--- src/hw/bbcd_consts.vh ---
`ifndef BBCD_CONSTS_VH
`define BBCD_CONSTS_VH

// ************************************************************
// widths and stack depth
// ************************************************************
`define BBCD_PC_W        12
`define BBCD_STACK_DEPTH 6

// ************************************************************
// opcode fields
// ************************************************************
`define BBCD_SENSE_BIT   4
`define BBCD_DISP5_MSB   7
`define BBCD_DISP5_LSB   3

// ************************************************************
// low-bit class codes
// ************************************************************
`define BBCD_LO3_ZCLR    3'h0
`define BBCD_LO3_CCLR    3'h2
`define BBCD_LO3_ZSET    3'h4
`define BBCD_LO3_CSET    3'h6
`define BBCD_LO4_CALL    4'h1
`define BBCD_LO4_JUMP    4'h9
`define BBCD_LO4_BTEST   4'h3
`define BBCD_LO4_BMOD    4'hb

// ************************************************************
// control opcodes
// ************************************************************
`define BBCD_OP_SUB_EXIT 8'hcd
`define BBCD_OP_INT_EXIT 8'h4d
`define BBCD_OP_STOP     8'h6d
`define BBCD_OP_WAIT     8'hed

// ************************************************************
// instruction lengths in bytes
// ************************************************************
`define BBCD_LEN_ONE     12'h001
`define BBCD_LEN_TWO     12'h002
`define BBCD_LEN_THREE   12'h003

`endif

--- src/hw/bbcd_ret_stack.v ---
`timescale 1ns/1ns
`include "bbcd_consts.vh"

module bbcd_ret_stack #(
    parameter WIDTH = `BBCD_PC_W,
    parameter DEPTH = `BBCD_STACK_DEPTH
) (
    // clock and reset
    input  wire             i_clk,
    input  wire             i_sys_rst,
    // push and pop
    input  wire             i_push,
    input  wire             i_pop,
    input  wire [WIDTH-1:0] i_data,
    output wire [WIDTH-1:0] o_top
);

    localparam [2:0] LAST = DEPTH - 1;

    reg [WIDTH-1:0] mem_q [0:DEPTH-1];
    reg [2:0]       ptr_q;
    wire [2:0]      ptr_dec;
    wire [2:0]      ptr_inc;

    // ************************************************************
    // circular pointer, oldest entry lost on overflow
    // ************************************************************
    assign ptr_dec = (ptr_q == 3'h0) ? LAST : ptr_q - 3'h1;
    assign ptr_inc = (ptr_q == LAST) ? 3'h0 : ptr_q + 3'h1;
    assign o_top   = mem_q[ptr_dec];

    always @(posedge i_clk or posedge i_sys_rst)
    begin
        if (i_sys_rst)
            ptr_q <= 3'h0;
        else if (i_push)
            ptr_q <= ptr_inc;
        else if (i_pop)
            ptr_q <= ptr_dec;
    end

    always @(posedge i_clk)
    begin
        if (i_push)
            mem_q[ptr_q] <= i_data;
    end

endmodule

--- src/hw/bbcd_core.v ---
// How it works
// - short branches two cycles, flags kept
// - 5-bit signed displacement, reach -15..+16
// - bit-test branch three bytes, five cycles
// - 8-bit displacement, reach -126..+129
// - tested bit copied into carry always
// - bit set/clear two bytes, four cycles
// - exit ops two cycles, stop/wait halt until wake; interrupt exit sets flags
// - stop acts as wait under watchdog
// - jump/call 12-bit target, four cycles
// - class chosen by opcode low three or four bits; control ops by whole byte
// - bit-test: opcode bit, address, displacement
// - bit set/clear: opcode bit, then address
`timescale 1ns/1ns
`include "bbcd_consts.vh"

module bbcd_core (
    // clock and reset
    input  wire        i_clk,
    input  wire        i_sys_rst,
    // program memory
    input  wire [7:0]  i_pm_data,
    output reg  [11:0] o_pm_addr,
    output reg         o_pm_rd,
    // data space
    input  wire [7:0]  i_ds_rdata,
    output reg  [7:0]  o_ds_addr,
    output reg         o_ds_rd,
    output reg         o_ds_wr,
    output reg  [7:0]  o_ds_wdata,
    // flags
    input  wire        i_int_flag_z,
    input  wire        i_int_flag_c,
    output reg         o_flag_z,
    output reg         o_flag_c,
    // low power
    input  wire        i_wdog_sel,
    input  wire        i_wake,
    output reg         o_wait,
    output reg         o_stop,
    // other instruction groups
    input  wire        i_ext_done,
    input  wire [1:0]  i_ext_len,
    output reg         o_ext_req,
    output reg  [7:0]  o_ext_op
);

    localparam [6:0] ST_FETCH = 7'h01;
    localparam [6:0] ST_DEC   = 7'h02;
    localparam [6:0] ST_B2    = 7'h04;
    localparam [6:0] ST_B3    = 7'h08;
    localparam [6:0] ST_B4    = 7'h10;
    localparam [6:0] ST_HALT  = 7'h20;
    localparam [6:0] ST_EXT   = 7'h40;

    reg  [6:0]  state_q;
    reg  [11:0] pc_q;
    reg  [7:0]  op_q;
    reg  [7:0]  b2_q;
    reg         taken_q;
    reg         push;
    reg         pop;
    wire [11:0] stack_top;
    wire        cur_bit;
    wire [2:0]  sel_op;

    // ************************************************************
    // decoding helpers
    // ************************************************************
    function [2:0] bit_index;
        input [7:0] op;
        begin
            bit_index = {op[5], op[6], op[7]};
        end
    endfunction

    function [11:0] sext8;
        input [7:0] d;
        begin
            sext8 = {{4{d[7]}}, d};
        end
    endfunction

    assign sel_op  = bit_index(op_q);
    assign cur_bit = i_ds_rdata[sel_op];

    // ************************************************************
    // return stack
    // ************************************************************
    always @*
    begin
        push = (state_q == ST_B3) && (op_q[3:0] == `BBCD_LO4_CALL);
        pop  = (state_q == ST_DEC) &&
               ((i_pm_data == `BBCD_OP_SUB_EXIT) || (i_pm_data == `BBCD_OP_INT_EXIT));
    end

    bbcd_ret_stack #(
        .WIDTH (`BBCD_PC_W),
        .DEPTH (`BBCD_STACK_DEPTH)
    ) u_stack (
        .i_clk     (i_clk),
        .i_sys_rst (i_sys_rst),
        .i_push    (push),
        .i_pop     (pop),
        .i_data    (pc_q + `BBCD_LEN_TWO),
        .o_top     (stack_top)
    );

    // ************************************************************
    // next fetch
    // ************************************************************
    task jump_to;
        input [11:0] addr;
        begin
            pc_q      <= addr;
            o_pm_addr <= addr;
            o_pm_rd   <= 1'b1;
            state_q   <= ST_FETCH;
        end
    endtask

    // ************************************************************
    // sequencer
    // ************************************************************
    always @(posedge i_clk or posedge i_sys_rst)
    begin
        if (i_sys_rst)
        begin
            state_q    <= ST_FETCH;
            pc_q       <= 12'h000;
            op_q       <= 8'h00;
            b2_q       <= 8'h00;
            taken_q    <= 1'b0;
            o_pm_addr  <= 12'h000;
            o_pm_rd    <= 1'b1;
            o_ds_addr  <= 8'h00;
            o_ds_rd    <= 1'b0;
            o_ds_wr    <= 1'b0;
            o_ds_wdata <= 8'h00;
            o_flag_z   <= 1'b0;
            o_flag_c   <= 1'b0;
            o_wait     <= 1'b0;
            o_stop     <= 1'b0;
            o_ext_req  <= 1'b0;
            o_ext_op   <= 8'h00;
        end
        else
        begin
            case (state_q)
            ST_FETCH:
            begin
                o_pm_rd <= 1'b0;
                o_ds_wr <= 1'b0;
                state_q <= ST_DEC;
            end
            ST_DEC:
            begin
                op_q <= i_pm_data;
                if (i_pm_data[2:0] == `BBCD_LO3_ZCLR || i_pm_data[2:0] == `BBCD_LO3_CCLR ||
                    i_pm_data[2:0] == `BBCD_LO3_ZSET || i_pm_data[2:0] == `BBCD_LO3_CSET)
                begin
                    if ((i_pm_data[2:0] == `BBCD_LO3_ZCLR && !o_flag_z) ||
                        (i_pm_data[2:0] == `BBCD_LO3_CCLR && !o_flag_c) ||
                        (i_pm_data[2:0] == `BBCD_LO3_ZSET &&  o_flag_z) ||
                        (i_pm_data[2:0] == `BBCD_LO3_CSET &&  o_flag_c))
                        jump_to(pc_q + `BBCD_LEN_ONE + {{7{i_pm_data[`BBCD_DISP5_MSB]}},
                                i_pm_data[`BBCD_DISP5_MSB:`BBCD_DISP5_LSB]});
                    else
                        jump_to(pc_q + `BBCD_LEN_ONE);
                end
                else if (i_pm_data[3:0] == `BBCD_LO4_CALL || i_pm_data[3:0] == `BBCD_LO4_JUMP ||
                         i_pm_data[3:0] == `BBCD_LO4_BTEST || i_pm_data[3:0] == `BBCD_LO4_BMOD)
                begin
                    o_pm_addr <= pc_q + `BBCD_LEN_ONE;
                    o_pm_rd   <= 1'b1;
                    state_q   <= ST_B2;
                end
                else if (i_pm_data == `BBCD_OP_SUB_EXIT)
                    jump_to(stack_top);
                else if (i_pm_data == `BBCD_OP_INT_EXIT)
                begin
                    o_flag_z <= i_int_flag_z;
                    o_flag_c <= i_int_flag_c;
                    jump_to(stack_top);
                end
                else if (i_pm_data == `BBCD_OP_STOP || i_pm_data == `BBCD_OP_WAIT)
                begin
                    pc_q    <= pc_q + `BBCD_LEN_ONE;
                    o_stop  <= (i_pm_data == `BBCD_OP_STOP) && !i_wdog_sel;
                    o_wait  <= (i_pm_data == `BBCD_OP_WAIT) || i_wdog_sel;
                    state_q <= ST_HALT;
                end
                else
                begin
                    o_ext_req <= 1'b1;
                    o_ext_op  <= i_pm_data;
                    state_q   <= ST_EXT;
                end
            end
            ST_B2:
            begin
                b2_q    <= i_pm_data;
                o_pm_rd <= 1'b0;
                state_q <= ST_B3;
                if (op_q[3:0] == `BBCD_LO4_BTEST || op_q[3:0] == `BBCD_LO4_BMOD)
                begin
                    o_ds_addr <= i_pm_data;
                    o_ds_rd   <= 1'b1;
                end
                if (op_q[3:0] == `BBCD_LO4_BTEST)
                begin
                    o_pm_addr <= pc_q + `BBCD_LEN_TWO;
                    o_pm_rd   <= 1'b1;
                end
            end
            ST_B3:
            begin
                o_ds_rd <= 1'b0;
                o_pm_rd <= 1'b0;
                if (op_q[3:0] == `BBCD_LO4_BTEST)
                begin
                    o_flag_c <= cur_bit;
                    taken_q  <= (cur_bit == op_q[`BBCD_SENSE_BIT]);
                    b2_q     <= i_pm_data;
                    state_q  <= ST_B4;
                end
                else if (op_q[3:0] == `BBCD_LO4_BMOD)
                begin
                    o_ds_wr    <= 1'b1;
                    o_ds_wdata <= op_q[`BBCD_SENSE_BIT] ? (i_ds_rdata | (8'h01 << sel_op))
                                                        : (i_ds_rdata & ~(8'h01 << sel_op));
                    jump_to(pc_q + `BBCD_LEN_TWO);
                end
                else
                    jump_to({op_q[7:4], b2_q});
            end
            ST_B4:
            begin
                if (taken_q)
                    jump_to(pc_q + `BBCD_LEN_TWO + sext8(b2_q));
                else
                    jump_to(pc_q + `BBCD_LEN_THREE);
            end
            ST_HALT:
            begin
                if (i_wake)
                begin
                    o_wait <= 1'b0;
                    o_stop <= 1'b0;
                    jump_to(pc_q);
                end
            end
            ST_EXT:
            begin
                if (i_ext_done)
                begin
                    o_ext_req <= 1'b0;
                    jump_to(pc_q + {10'h000, i_ext_len});
                end
            end
            default:
                jump_to(pc_q);
            endcase
        end
    end

endmodule

--- config.mk ---
export PLATFORM = sky130hd
export DESIGN_NAME = bbcd_core
export DESIGN_NICKNAME = d
export VERILOG_FILES = /design/src/hw/bbcd_ret_stack.v /design/src/hw/bbcd_core.v
export VERILOG_INCLUDE_DIRS = /design/src /design/src/hw
export SDC_FILE = /design/constraint.sdc
export NUM_CORES = 1
export LEC_CHECK = 0
export BUFFER_PORTS_ARGS = -buffer_cell sky130_fd_sc_hd__buf_2
export CAP_MARGIN = 20
export CELL_PAD_IN_SITES_DETAIL_PLACEMENT = 1
export CELL_PAD_IN_SITES_GLOBAL_PLACEMENT = 2
export CORE_UTILIZATION = 41
export CTS_BUF_LIST = sky130_fd_sc_hd__clkbuf_4
export DETAILED_ROUTE_END_ITERATION = 10
export HOLD_SLACK_MARGIN = 0.15
export PLACE_DENSITY_LB_ADDON = 0.1
export SLEW_MARGIN = 20
export SYNTH_ARGS = -nofsm -noshare
export SYNTH_HDL_FRONTEND = slang
export SYNTH_HIERARCHICAL = 1
export SYNTH_SLANG_ARGS = --single-unit
--- constraint.sdc ---
create_clock -name i_clk -period 5.57 [get_ports i_clk]
set_clock_uncertainty 0.2 [all_clocks]
set_input_delay 0.557 -clock i_clk [delete_from_list [all_inputs] [get_ports i_clk]]
set_output_delay 0.557 -clock i_clk [all_outputs]
set_load 0.1 [all_outputs]
# After elaboration in Yosys (flattened, before gate mapping)
# Memories as Yosys holds them, arrays and structs flattened.
# Index checks and enable logic that the tools add are counted.
# word_totals
mem_bits_rw	72
mem_count	1
wordCells	204
regBits	83
# classes
bitwise	10
muxes	78
magnitude_cmp	1
shift	1
addsub	8
n_eq_ne	40
n_reduce_logical	47
# mem_list
name	depth	word_bits	read_ports	rd_ports_with_merged_regs	write_ports	line_no	text
u_stack.mem_q	6	12	1	0	1	bbcd_ret_stack.v:20	reg [WIDTH-1:0] mem_q [0:DEPTH-1];
# ops
operator	count
2-to-1 mux 12 bit	16
one-hot mux 12 bit (7 select lines)	1
2-to-1 mux 7 bit	7
one-hot mux 12 bit (4 select lines)	1
one-hot mux 7 bit (6 select lines)	1
2-to-1 mux 1 bit	36
adder 12 bit	2
adder 12 x 2 -> 12 bit (second input constant)	2
!= test 2 bit (second input constant)	10
AND reduction 6 bit	3
== test 8 x 7 -> 1 bit (second input constant)	2
== test 8 bit (second input constant)	2
2-to-1 mux 8 bit	2
one-hot mux 8 bit (2 select lines)	1
AND reduction 7 bit	2
logical OR 1 bit	13
adder 12 x 1 -> 12 bit (second input constant)	1
adder 12 x 2 -> 12 bit	1
== test 4 bit (second input constant)	3
2-to-1 mux 3 bit	4
one-hot mux 1 bit (2 select lines)	6
nonzero test 2 bit	6
!= test 5 x 1 -> 1 bit (second input constant)	2
AND reduction 2 bit	5
31 further kinds	56

# Depth between registers and ports, before layout
# logic_depth
depth_word	8
depth_mapped	13
ltp_nobuf	12

# Hierarchy
# The synthesis kept the hierarchy.
# modules_own_cells
module	seq_area_each_um2	area_per_inst_um2	cells_each	instances
bbcd_core	2004.4	6645.1	793	1
bbcd_ret_stack	2237.1	3264.4	204	1

# Worst setup path before layout
# No wires, ideal clock.
# synth_timing
path_type	register -> register
startpoint	register state_q[5]
endpoint	memory u_stack/mem_q[2][0] in the netlist's numbering, enable pin
setup_slack_ps	1682
required_ps	4971
path_stages_with_launch	8
t_arrival_ps	3289
setup_ps	399
path_cell_list	dfrtp_1 > buf_6 > nor4_1 > nand3_1 > clkbuf_1 > nor4_1 > nand2b_1 > nor3b_1
# synth_between
elab_chain_len	4
# synth_rtl
item	line_no	text
start, declared	bbcd_core.v:56	reg [6:0] state_q;
start signal, assigned	bbcd_core.v:129	state_q <= ST_FETCH;
start signal, assigned	bbcd_core.v:154	state_q <= ST_DEC;
start signal, assigned	bbcd_core.v:176	state_q <= ST_B2;
== test 7 x 4 -> 1 bit	bbcd_core.v:92	push = (state_q == ST_B3) && (op_q[3:0] == `BBCD_LO4_CALL);
logical AND 1 bit	bbcd_core.v:92	
named net push	bbcd_core.v:61	reg push;
2-to-1 mux 1 bit	bbcd_ret_stack.v:44	if (i_push)
2-to-1 mux 1 bit (not written as such)	bbcd_ret_stack.v:45	mem_q[ptr_q] <= i_data;
end, declared	bbcd_ret_stack.v:20	
# The timed path passes the listed nets, and every way through them passes these cells.

# Worst setup path in the final report
# layout_timing
startpoint	register pc_q[3]
endpoint	register o_pm_addr[10]
# layout_between
elab_chain_len	5
word_cells_on_any_way	15
classes_between	add/sub (6); mux (9)
# layout_rtl
item	line_no	text
start, declared	bbcd_core.v:57	reg [11:0] pc_q;
start signal, assigned	bbcd_core.v:188	pc_q <= pc_q + `BBCD_LEN_ONE;
adder 12 x 1 -> 12 bit (no source line)	--	
adder 12 bit	bbcd_core.v:166	jump_to(pc_q + `BBCD_LEN_ONE + {{7{i_pm_data[`BBCD_DISP5_MSB]}},
2-to-1 mux 12 bit	bbcd_core.v:162	if ((i_pm_data[2:0] == `BBCD_LO3_ZCLR && !o_flag_z) ||
2-to-1 mux 12 bit	bbcd_core.v:159	if (i_pm_data[2:0] == `BBCD_LO3_ZCLR || i_pm_data[2:0] == `BBCD_LO3_CCLR ||
one-hot mux 12 bit (7 select lines) (*)	bbcd_core.v:149	case (state_q)
end signal, assigned	bbcd_core.v:174	o_pm_addr <= pc_q + `BBCD_LEN_ONE;
end signal, assigned	bbcd_core.v:212	o_pm_addr <= pc_q + `BBCD_LEN_TWO;
end, declared	bbcd_core.v:23	output reg [11:0] o_pm_addr,
# Mark *: on every way between the ends. The rest lies on a longest branch, timed or not. The select of a mux whose other input is x is not followed.
# A chain may end at the register's enable or synchronous reset.

==> flow_metrics.env <==
export IMPL_post_route_period_util_pct=74.8
export IMPL_path_class="register to register"
export IMPL_synthFlopType="dfrtp_1"
export IMPL_cap_violations=0
export IMPL_synth_commonest_cells="nor2_1 (90), nand2_1 (87), dfrtp_1 (81), edfxtp_1 (72), o21ai_0 (61)"
export IMPL_tns_ns=0
export IMPL_io_pins=69
export IMPL_syn_area_um2=9910
export IMPL_die_area_um2=24800
export IMPL_drcViolationCount=0
export IMPL_place_worst_setup_slack_ns=1.43
export IMPL_first_global_vias=8401
export IMPL_fin_nets=1123
export IMPL_rsz0062_at_grt="false"
export IMPL_vias=8493
export IMPL_worstSkewPairLatency_ns=0.60
export IMPL_status="finished clean"
export IMPL_drive_gt1_share_pct=18.6
export IMPL_p_per_area_nw_per_um2=579
export IMPL_synth_cells=997
export IMPL_critical_path_cell_chain="nand3_1, nor3_1, xor2_1, ha_1, a21o_1, a211o_1, a311o_1, o311ai_0, a211oi_1, a21oi_1"
export IMPL_total_power_uw=6360
export IMPL_slew_headroom_pct=27.1
export IMPL_slew_viol_final=0
export IMPL_yosysWarnings=6
export IMPL_vdd_drop_max_v=0.000433
export IMPL_grt_max_degree=64
export IMPL_yosysTopAreaCell="edfxtp_1"
export IMPL_core_um2=23600
export IMPL_cts_buffer_depth=2
export IMPL_cts_clk_slew_worst_paths_ns=0.16
export IMPL_areaGrowthSynthToFinish_pct=10.9
export IMPL_clock_fmax_mhz=240
export IMPL_netlist_area_leader_share_pct=21.8
export IMPL_yosysSeqAreaShare_pct=42.8
export IMPL_dp_hpwl_um=25300
export IMPL_synth_distinct_cells=93
export IMPL_globalplace_congestion=0.857
export IMPL_setup_viol=0
export IMPL_cp_arrival_ns=4.45
export IMPL_viasPerCell=6.08
export IMPL_synth_nets=1057
export IMPL_finalHoldViolations=0
export IMPL_cts_made_buffers=17
export IMPL_gr_usage_all_layers_pct=28.7
export IMPL_die_y_um=157
export IMPL_wirelength_um=34600
export IMPL_rows=56
export IMPL_cp_data_required_time_ns=5.86
export IMPL_gr_total_overflow=0
export IMPL_ctsHtreeMaxLevel=4
export IMPL_cts_tree="yes"
export IMPL_drtIter0Drc=634
export IMPL_yosys_top_cells_area="edfxtp_1 (22%), dfrtp_1 (20%), mux2_2 (4.4%), ha_1 (4.0%), mux2i_1 (3.7%)"
export IMPL_crit_buf_inv=0
export IMPL_drt_pass1_iter_count=5
export IMPL_cp_max_fo=15
export IMPL_cts_setup_buffers=0
export IMPL_start_util_pct=42.0
export IMPL_port_buffers=68
export IMPL_cp_slowest_cell="xor2_1"
export IMPL_die_w_um=157
export IMPL_worst_slew_pin_slew_ns=1.09
export IMPL_layout_min_cycle_time_ns=4.17
export IMPL_multi_input_area_um2=5280
export IMPL_yosysMostFrequentCell="nor2_1"
export IMPL_hp_class="input port to async pin"
export IMPL_ff_latch_area_um2=4240
export IMPL_synth_edff_count=72
export IMPL_synthArstFlopShare_pct=53.5
export IMPL_antenna_found_initial=2
export IMPL_cp_start_kind="register"
export IMPL_ys_ff_latch=155
export IMPL_p_leak_uw=0.00433
export IMPL_syn_area_per_cell_um2=9.94
export IMPL_cp_top_family="compound AO/OA/AOI/OAI gates"
export IMPL_crit_path_max_incr_delay_ns=0.79
export IMPL_wl_per_cell_um=24.8
export IMPL_root_buffer="clkbuf_4"
export IMPL_clock_sinks=155
export IMPL_grt_first_pass_wirelength_um=51800
export IMPL_crit_path_end_kind="register"
export IMPL_ant_nets=0
export IMPL_n_fill_cell=2730
export IMPL_layout_setup_ws_ns=1.40
## placed cells by master (no fill, tap or decap), types with 22 or more instances in the layout
| cell type | Yosys | routed |
|---|---|---|
| nand2_1 | 87 | 87 |
| dfrtp_1 | 81 | 81 |
| buf_4 | 3 | 22 |
| a211oi_1 | 27 | 27 |
| nor2_1 | 90 | 90 |
| o21ai_0 | 61 | 61 |
| ha_1 | 32 | 31 |
| xor2_1 | 28 | 28 |
| mux2i_1 | 37 | 37 |
| mux2_2 | 39 | 39 |
| edfxtp_1 | 72 | 72 |
| buf_2 | 18 | 68 |
| a21oi_1 | 49 | 49 |
| nand3_1 | 23 | 23 |
## worst register-to-register path: stages, from the launching register on
cell and delay, ns:
dfrtp_1 0.74, nand3_1 0.36, nor3_1 0.31, xor2_1 0.79
ha_1 0.42, a21o_1 0.19, a211o_1 0.28, a311o_1 0.35
o311ai_0 0.17, a211oi_1 0.11, a21oi_1 0.15
## logic make-up after synthesis
group	after synthesis	share of synthesized area, %
adders and majority gates	35	4.65
DFF	155	42.8
buffers and inverters	82	4.02
and+or+nand+nor	329	17.3
muxes	78	8.62
AOI/OAI and AO/OA	274	18.6
xor gates and xnor gates	44	4.03
## timing repair
action                                 4_1_cts  5_1_grt
hold buffers                                18        0
gates resized for setup                      0        0
endpoints found under the hold margin       42        0
## power by group
part	leakage [uW]	switching, uW	internal [uW]
registers	0.00163	354	1500
logic	0.00254	2550	1170
clock network	0.000161	463	325
total	0.00433	3370	3000
## area by class of cell
class,instances,area share (%)
Clock buffer,20,1.37
Tap cell,319,3.63
Multi-Input combinational cell,760,48.1
Sequential cell,155,38.6
Inverter,21,0.729
Clock inverter,12,1.37
Antenna cell,1,0.0228
Timing Repair Buffer,108,6.24
## stage by stage
| stage | hold slack, ns | instances | util [%] | cell area (um2) |
|---|---|---|---|---|
| after floorplan | 0.111 | 997 | - | 9910 |
| after global placement | 0.249 | 1345 | 44.5 | 10500 |
| after detailed placement | 0.249 | 1345 | 44.5 | 10500 |
| after CTS | 0.154 | 1395 | 46.5 | 11000 |
| after global routing | 0.186 | 1396 | 46.6 | 11000 |
| final | 0.180 | 1396 | 46.6 | 11000 |
## worst paths after layout
check                                           from                            to  slack (ns)  cells past startpoint
setup / recovery                 pc_q[3]$_DFFE_PP0P_     o_pm_addr[10]$_DFFE_PP0P_        1.40                     10
hold / removal                             i_sys_rst  u_stack/ptr_q[2]$_DFFE_PP0P_        0.18                      3
setup reg to reg                 pc_q[3]$_DFFE_PP0P_     o_pm_addr[10]$_DFFE_PP0P_        1.40                     10
hold reg to reg            o_ds_wdata[6]$_DFFE_PP0P_     o_ds_wdata[6]$_DFFE_PP0P_        0.31                      2
max in group asynchronous                  i_sys_rst           op_q[1]$_DFFE_PP0P_        3.73                      4
min in group i_clk                      i_int_flag_c          o_flag_c$_DFFE_PP0P_        0.18                      5
## per-layer routing
| layer | GRT usage [%] | share of wire (%) | up-vias | wire length, um |
|---|---|---|---|---|
| met5 | 0 | 0 | - | 0 |
| met4 | 9.99 | 2.8 | 0 | 976 |
| met3 | 2.89 | 4.4 | 57 | 1530 |
| met2 | 49.9 | 50 | 254 | 17200 |
| li1 | - | - | 3884 | - |
| met1 | 36.9 | 43 | 4298 | 15000 |
## registers in the layout, summed over array words and instances, names as in the netlist, 3 cells and up
name and flops:
o_ds_wdata 8, u_stack/mem_q 72, o_ds_addr 8, o_ext_op 8
pc_q 12, op_q 8, u_stack/ptr_q 3, state_q 7
b2_q 8, o_pm_addr 12
(Power assumes the default switching activity.)
